<file path="config.mk">
export PLATFORM = sky130hd
export DESIGN_NAME = gshp_graphics_slave_host_port
export DESIGN_NICKNAME = d
export VERILOG_FILES = /design/src/gshp_pkg.sv /design/src/gshp_cmd_if.sv /design/src/graphics_slave_host_port.sv /design/src/gshp_decode.sv
export VERILOG_INCLUDE_DIRS = /design/src
export SDC_FILE = /design/constraint.sdc
export NUM_CORES = 1
export LEC_CHECK = 0
export ABC_AREA = 1
export BUFFER_PORTS_ARGS = -buffer_cell sky130_fd_sc_hd__buf_2
export CORE_MARGIN = 1.5
export CORE_UTILIZATION = 56
export CTS_CLUSTER_DIAMETER = 30
export DETAILED_ROUTE_END_ITERATION = 6
export GPL_ROUTABILITY_DRIVEN = 0
export PLACE_DENSITY = 0.86
export SYNTH_ARGS = -nofsm -noshare
export SYNTH_HDL_FRONTEND = slang
export SYNTH_SLANG_ARGS = --single-unit
</file>
<file path="constraint.sdc">
create_clock -name clk -period 3.2 [get_ports clk]
set_clock_uncertainty 0.05 [all_clocks]
set_input_delay 0.32 -clock clk [delete_from_list [all_inputs] [get_ports clk]]
set_output_delay 0.32 -clock clk [all_outputs]
set_load 0.02 [all_outputs]
</file>
<file path="src/gshp_map.svh">
`ifndef GSHP_MAP_SVH
`define GSHP_MAP_SVH
`define GSHP_ADDR_W 22
`define GSHP_REG_SPAN 22'h000080
`define GSHP_REG_IDX_W 6
`define GSHP_WR_WAIT 2
`define GSHP_RD_WAIT 2
`define GSHP_DUMMY_CYC 2
`endif

</file>
<file path="src/gshp_pkg.sv">
package gshp_pkg;
  typedef enum logic [4:0] {
    GSHP_IDLE = 5'h01,
    GSHP_ARB = 5'h02,
    GSHP_WAIT = 5'h04,
    GSHP_DONE = 5'h08,
    GSHP_DUMMY = 5'h10
  } gshp_state_e;
  typedef logic [21:0] gshp_addr_t;
endpackage

</file>
<file path="src/gshp_cmd_if.sv">
`timescale 1ns/100ps
interface gshp_cmd_if;
  logic valid;
  logic isWrite;
  logic isMem;
  logic hitReg;
  logic ioMiss;
  modport dec (output valid, isWrite, isMem, hitReg, ioMiss);
  modport use_ (input valid, isWrite, isMem, hitReg, ioMiss);
endinterface

</file>
<file path="src/graphics_slave_host_port.sv">
`timescale 1ns/100ps
`include "gshp_map.svh"
module gshp_graphics_slave_host_port
  import gshp_pkg::*;
(
  input wire logic clk,
  input wire logic rst_n,
  input wire gshp_addr_t addrIn,
  input wire logic byte_high_enable_n,
  input wire logic rdN,
  input wire logic wrN,
  input wire logic mem_or_io_select,
  input wire logic csN,
  input wire logic [15:0] dataIn,
  input wire logic masterMode,
  input wire gshp_addr_t relocBase,
  input wire logic relocIsMem,
  input wire logic bus_width_select,
  input wire logic grantIn,
  input wire logic memDoneIn,
  input wire logic [15:0] memRdData,
  input wire logic [15:0] regRdData,
  output logic slave_enable,
  output logic slaveReqOut,
  output logic low_lane_store_en_n,
  output logic high_lane_store_en_n,
  output logic regWrOut,
  output logic [`GSHP_REG_IDX_W-1:0] regIdxOut,
  output logic [15:0] regWrData,
  output logic [15:0] dataOut,
  output logic dataOutEnN,
  output logic pinOutEnN
);
  gshp_cmd_if cmd ();
  gshp_decode u_dec (
    .cmd(cmd),
    .rdN(rdN),
    .wrN(wrN),
    .csN(csN),
    .memOrIo(mem_or_io_select),
    .masterMode(masterMode),
    .addr(addrIn),
    .relocBase(relocBase),
    .relocIsMem(relocIsMem)
  );
  gshp_state_e state_ff, nxt_state;
  logic [1:0] waitCnt_ff, nxt_waitCnt;
  logic armed_ff;
  logic latchValid_ff;
  logic [7:0] lowLatch_ff;
  logic [15:0] wrData_ff;
  logic isWr_ff, isReg_ff, a0_ff, bhe_ff;
  gshp_addr_t offs_ff;
  wire gshp_addr_t offsNow;
  wire waitDone;
  wire start;
  wire eightBit;
  wire hiByteWr;
  wire loByteWr;
  wire doRegWr;
  wire [15:0] wordWr;
  wire [`GSHP_REG_IDX_W-1:0] idxNow;
  wire lowEnN;
  wire highEnN;
  assign offsNow = addrIn - {relocBase[21:1], 1'b0};
  assign eightBit = !bus_width_select;
  assign start = cmd.valid && armed_ff;
  assign waitDone = isWr_ff ? (waitCnt_ff == 2'(`GSHP_WR_WAIT - 1))
    : (isReg_ff ? (waitCnt_ff == 2'(`GSHP_RD_WAIT - 1)) : memDoneIn);
  assign loByteWr = eightBit && !a0_ff;
  assign hiByteWr = eightBit && a0_ff;
  assign doRegWr = isWr_ff && isReg_ff && waitDone && (state_ff == GSHP_WAIT)
    && (!eightBit || (hiByteWr && latchValid_ff));
  assign wordWr = eightBit ? {wrData_ff[15:8], lowLatch_ff}
    : wrData_ff;
  assign idxNow = offs_ff[`GSHP_REG_IDX_W:1];
  assign lowEnN = !(a0_ff == 1'b0);
  assign highEnN = bhe_ff;
  always_comb
  begin
    nxt_state = state_ff;
    nxt_waitCnt = waitCnt_ff;
    case (state_ff)
      GSHP_IDLE:
      begin
        nxt_waitCnt = 2'h0;
        if (start && cmd.ioMiss)
          nxt_state = GSHP_DUMMY;
        else if (start)
          nxt_state = GSHP_ARB;
      end
      GSHP_ARB:
        if (grantIn)
          nxt_state = GSHP_WAIT;
      GSHP_WAIT:
      begin
        nxt_waitCnt = waitCnt_ff + 2'h1;
        if (waitDone)
          nxt_state = GSHP_DONE;
      end
      GSHP_DUMMY:
      begin
        nxt_waitCnt = waitCnt_ff + 2'h1;
        if (waitCnt_ff == 2'(`GSHP_DUMMY_CYC - 1))
          nxt_state = GSHP_IDLE;
      end
      GSHP_DONE:
        nxt_state = GSHP_IDLE;
      default:
        nxt_state = GSHP_IDLE;
    endcase
  end
  always_ff @(posedge clk or negedge rst_n)
  begin
    if (!rst_n)
    begin
      state_ff <= GSHP_IDLE;
      waitCnt_ff <= 2'h0;
    end
    else
    begin
      state_ff <= nxt_state;
      waitCnt_ff <= nxt_waitCnt;
    end
  end
  always_ff @(posedge clk or negedge rst_n)
  begin
    if (!rst_n)
      armed_ff <= 1'b1;
    else if (start)
      armed_ff <= 1'b0;
    else if (rdN && wrN)
      armed_ff <= 1'b1;
  end
  always_ff @(posedge clk or negedge rst_n)
  begin
    if (!rst_n)
    begin
      isWr_ff <= 1'b0;
      isReg_ff <= 1'b0;
      a0_ff <= 1'b0;
      bhe_ff <= 1'b1;
      offs_ff <= 22'h000000;
      wrData_ff <= 16'h0000;
    end
    else if (start)
    begin
      isWr_ff <= cmd.isWrite;
      isReg_ff <= cmd.hitReg;
      a0_ff <= addrIn[0];
      bhe_ff <= byte_high_enable_n;
      offs_ff <= offsNow;
      wrData_ff <= dataIn;
    end
  end
  always_ff @(posedge clk or negedge rst_n)
  begin
    if (!rst_n)
    begin
      latchValid_ff <= 1'b0;
      lowLatch_ff <= 8'h00;
    end
    else if (isWr_ff && isReg_ff && waitDone && state_ff == GSHP_WAIT)
    begin
      if (loByteWr)
      begin
        lowLatch_ff <= wrData_ff[7:0];
        latchValid_ff <= 1'b1;
      end
      else
        latchValid_ff <= 1'b0;
    end
  end
  always_ff @(posedge clk or negedge rst_n)
  begin
    if (!rst_n)
    begin
      slave_enable <= 1'b0;
      slaveReqOut <= 1'b0;
      low_lane_store_en_n <= 1'b1;
      high_lane_store_en_n <= 1'b1;
      regWrOut <= 1'b0;
      regIdxOut <= '0;
      regWrData <= 16'h0000;
      dataOut <= 16'h0000;
      dataOutEnN <= 1'b1;
      pinOutEnN <= 1'b1;
    end
    else
    begin
      slaveReqOut <= (nxt_state == GSHP_ARB);
      slave_enable <= (nxt_state == GSHP_WAIT) || (nxt_state == GSHP_DONE);
      low_lane_store_en_n <= !(state_ff == GSHP_WAIT && isWr_ff && !isReg_ff
        && !lowEnN);
      high_lane_store_en_n <= !(state_ff == GSHP_WAIT && isWr_ff && !isReg_ff
        && !highEnN);
      regWrOut <= doRegWr;
      regIdxOut <= idxNow;
      regWrData <= wordWr;
      dataOut <= isReg_ff ? regRdData : memRdData;
      dataOutEnN <= !((nxt_state == GSHP_WAIT || nxt_state == GSHP_DONE)
        && !isWr_ff);
      pinOutEnN <= !masterMode;
    end
  end
endmodule

</file>
<file path="src/gshp_decode.sv">
`timescale 1ns/100ps
`include "gshp_map.svh"
module gshp_decode
  import gshp_pkg::*;
(
  gshp_cmd_if.dec cmd,
  input wire logic rdN,
  input wire logic wrN,
  input wire logic csN,
  input wire logic memOrIo,
  input wire logic masterMode,
  input wire gshp_addr_t addr,
  input wire gshp_addr_t relocBase,
  input wire logic relocIsMem
);
  wire cmdOk;
  wire inBlock;
  wire gshp_addr_t offs;
  assign offs = addr - {relocBase[21:1], 1'b0};
  assign inBlock = offs < `GSHP_REG_SPAN;
  assign cmdOk = !csN && !masterMode && (rdN ^ wrN);
  assign cmd.valid = cmdOk && (memOrIo || !relocIsMem);
  assign cmd.isWrite = !wrN;
  assign cmd.isMem = memOrIo;
  assign cmd.hitReg = inBlock && (memOrIo == relocIsMem);
  assign cmd.ioMiss = !memOrIo && !relocIsMem && !inBlock;
endmodule

</file>
==> results.json <==
{
  "yosys.area.top_type": "dfrtp_1",
  "grt_antenna_before_repair": 0,
  "first_pass_iters": 6,
  "synth-seq-area-share_pct": 45.68,
  "vdd_drop_max_v": 0.0002532,
  "syn_nets": 753,
  "yosys_register_bits": 88,
  "clk_pin_slew_worst_paths_ps": 90,
  "fmax_mhz": 386.7,
  "synth_edf_count": 0,
  "ys_warn_count": 0,
  "nNetsFinal": 902,
  "grt_use_met3_pct": 4.344,
  "drv_cap": 0,
  "grt_pass1_vias": 4189,
  "cp_num_buf_inv": 1,
  "grt_overflow_total": 0,
  "max_stage_delay_ps": 770,
  "dieHeight_um": 95.97,
  "status": "finished, final reports clean",
  "track_usage_pct": 24.26,
  "slew_viol_final": 0,
  "cts_sinks": 88,
  "dieArea_um2": 9209,
  "grt_util_met2_pct": 44.66,
  "crit_path_end": "lowLatch_ff[4]",
  "slew_headroom_pct": 30.60,
  "hold_violations": 0,
  "setup_viol": 0,
  "top_usage_layer": "met2",
  "worst-setup-path-type": "reg2reg",
  "hold_ws_ps": 19.00,
  "synth_ff_type": "dfrtp_1",
  "hold_class": "in2reg",
  "yosysTopAreaCellShare_pct": 41.88,
  "ios": 149,
  "crit_path_end_kind": "flop",
  "postRouteWirelength_um": 10690,
  "grt_use_met1_pct": 28.02,
  "period_minus_slack_ps": 2586,
  "arrival_ps": 2770,
  "cpMaxStageDelayCell": "dfrtp_1",
  "fin_crit_sh_pct": 80.82,
  "area_growth_syn_to_layout_pct": 21.64,
  "synthArstFlopShare_pct": 100.0,
  "avgViaCountPerCell": 5.119,
  "wl_per_cell_um": 12.10,
  "drc": 0,
  "post_cts_buffers": 0,
  "grt_pass1_wl_um": 17460,
  "ys_top_cells_by_area": "dfrtp_1 42%, nand2_1 17%, inv_1 7.1%, ha_1 6.2%, dfstp_2 3.8%",
  "worst_pin_slew_ps": 1041,
  "worstReg2RegStart": "isReg_ff",
  "first_iter_violations": 210,
  "dieWidth_um": 95.97,
  "cts_htree_levels": 3,
  "core_um2": 8299,
  "worstSetupStartpointType": "flop",
  "crit_fanout": 21,
  "rows": 33,
  "holdBufCountCts": 0,
  "rsz0062_at_grt": "false",
  "detail-route-antenna-nets": 0,
  "vias": 4520,
  "r2r_end": "lowLatch_ff[4]",
  "critical_path_depth": 5,
  "syn_area_per_cell_um2": 7.756,
  "clk_path_buf_depth": 2,
  "reg2reg_depth": 5,
  "n_antenna_cell": 0,
  "p_leak_nw": 3.351,
  "synth_commonest_cells": "219 x nand2_1, 92 x inv_1, 81 x dfrtp_1, 35 x nor2_1, 24 x ha_1",
  "grt_max_degree": 89,
  "setup_tns_ps": 0,
  "hpwlAfterDp_um": 8324,
  "tritoncts": "yes",
  "numCtsBuffers": 9,
  "post-synth-top-count-cell": "nand2_1",
  "start_util_pct": 58.31,
  "critPathLaunch": "isReg_ff",
  "r2r_slack_ps": 610,
  "insertion_delay_ps": 360,
  "ctsResizeCount": 0,
  "synthesis.instances": 624,
  "worstPathRequired_ps": 3380,
  "power_density_nw_per_um2": 516.5,
  "cts_root_buf": "clkbuf_8",
  "drive_above_1_share_pct": 28.79,
  "netlist_area_um2": 4840,
  "io_buffer_count": 147,
  "synth_cell_type_count": 37,
  "path_delay_family": "simple AND/OR/NAND/NOR gates",
  "path_cells": "clkinv_1 -> nor4_2 -> nand2_2 -> nand2_1 -> o21ai_1"
}
-- metal layers --
metal  vias up  share of wire, %
met2       197                50
met4         0               1.9
met5         -                 0
li1       2235                 -
met1      2063                41
met3        25               6.9
-- registers in the layout, summed over array words and instances, names as in the netlist, 2 cells and up --
register and count:
dataOut 16, regWrData 16, wrData_ff 16, lowLatch_ff 8, offs_ff 7, regIdxOut 6, state_ff 5, waitCnt_ff 2
-- cell usage in the layout (no fill, tap or decap), types with 2 or more instances in the layout --
master	synthesis	routed
nand2_1	219	219
buf_2	2	146
inv_1	92	92
dfrtp_1	81	81
nor2_1	35	35
ha_1	24	24
nand3_1	23	23
a21oi_1	20	20
o21ai_0	19	19
nor2_2	12	12
nand2_2	12	12
nand4_1	11	11
nand3_2	9	9
clkbuf_8	0	9
o21ai_1	8	8
dfstp_2	7	7
inv_2	4	4
nor3_2	2	3
and2_4	3	3
nor2_4	3	3
o21bai_1	3	3
xnor2_1	3	3
buf_4	0	3
nor4_2	2	2
clkinv_1	2	2
xor2_1	2	2
a21oi_2	2	2
nand3b_1	2	2
or4_1	2	2
o22ai_1	2	2
clkinv_2	0	2
inv_6	0	2
-- power by group --
part | total (mW) | leakage [nW] | switching [mW] | internal, mW
Clock | 0.773 | 0.106 | 0.402 | 0.370
Sequential | 1.41 | 1.09 | 0.0851 | 1.33
Combinational | 0.854 | 2.15 | 0.553 | 0.301
Total | 3.04 | 3.35 | 1.04 | 2.00
-- worst register-to-register path: stages, from the launching register on --
cell and delay [ps]:
dfrtp_1 770, clkinv_1 660, nor4_2 500, nand2_2 280, nand2_1 130, o21ai_1 90
-- how the worst min path moves through the flow --
stage / from / endpoint / slack, ps / cells past startpoint
floorplan: rst_n / dataOut[0] / -30 / 0
global placement: wrData_ff[10] / regWrData[10] / 310 / 0
detailed placement: wrData_ff[12] / regWrData[12] / 310 / 0
CTS: masterMode / pinOutEnN / 10 / 2
global route: masterMode / pinOutEnN / 7 / 2
finish: masterMode / pinOutEnN / 20 / 2
-- kinds of logic after synthesis --
kind of cell	synth area share (%)
flip-flops	45.68
AND/OR/NAND/NOR	32.01
adder cells (fa/ha/maj)	6.618
XOR/XNOR	0.9050
AO/OA/AOI/OAI	6.282
buffers and inverters	8.506
-- stage by stage --
stage | instances | setup WS [ps] | utilization (%) | cell area, um2 | total power [mW]
after global routing | 883 | 357.1 | 70.93 | 5887 | 3.232
final | 883 | 613.9 | 70.93 | 5887 | 3.040
after detailed placement | 867 | 669.8 | 68.51 | 5685 | 2.285
after floorplan | 624 | 1094 | - | 4840 | 1.980
after CTS | 883 | 583.9 | 70.93 | 5887 | 3.055
after global placement | 867 | 748.1 | 68.51 | 5685 | 2.246
-- cell type report --
class	instances	area (um2)
repair buffers	149	753.2
well taps	105	131.4
clock inverters	7	77.57
flip-flops and latches	88	2211
multi-input cells	427	2222
fillers	645	2412
clock buffers	9	123.9
inverters	98	367.9
Power figures use the tool's default switching activity.
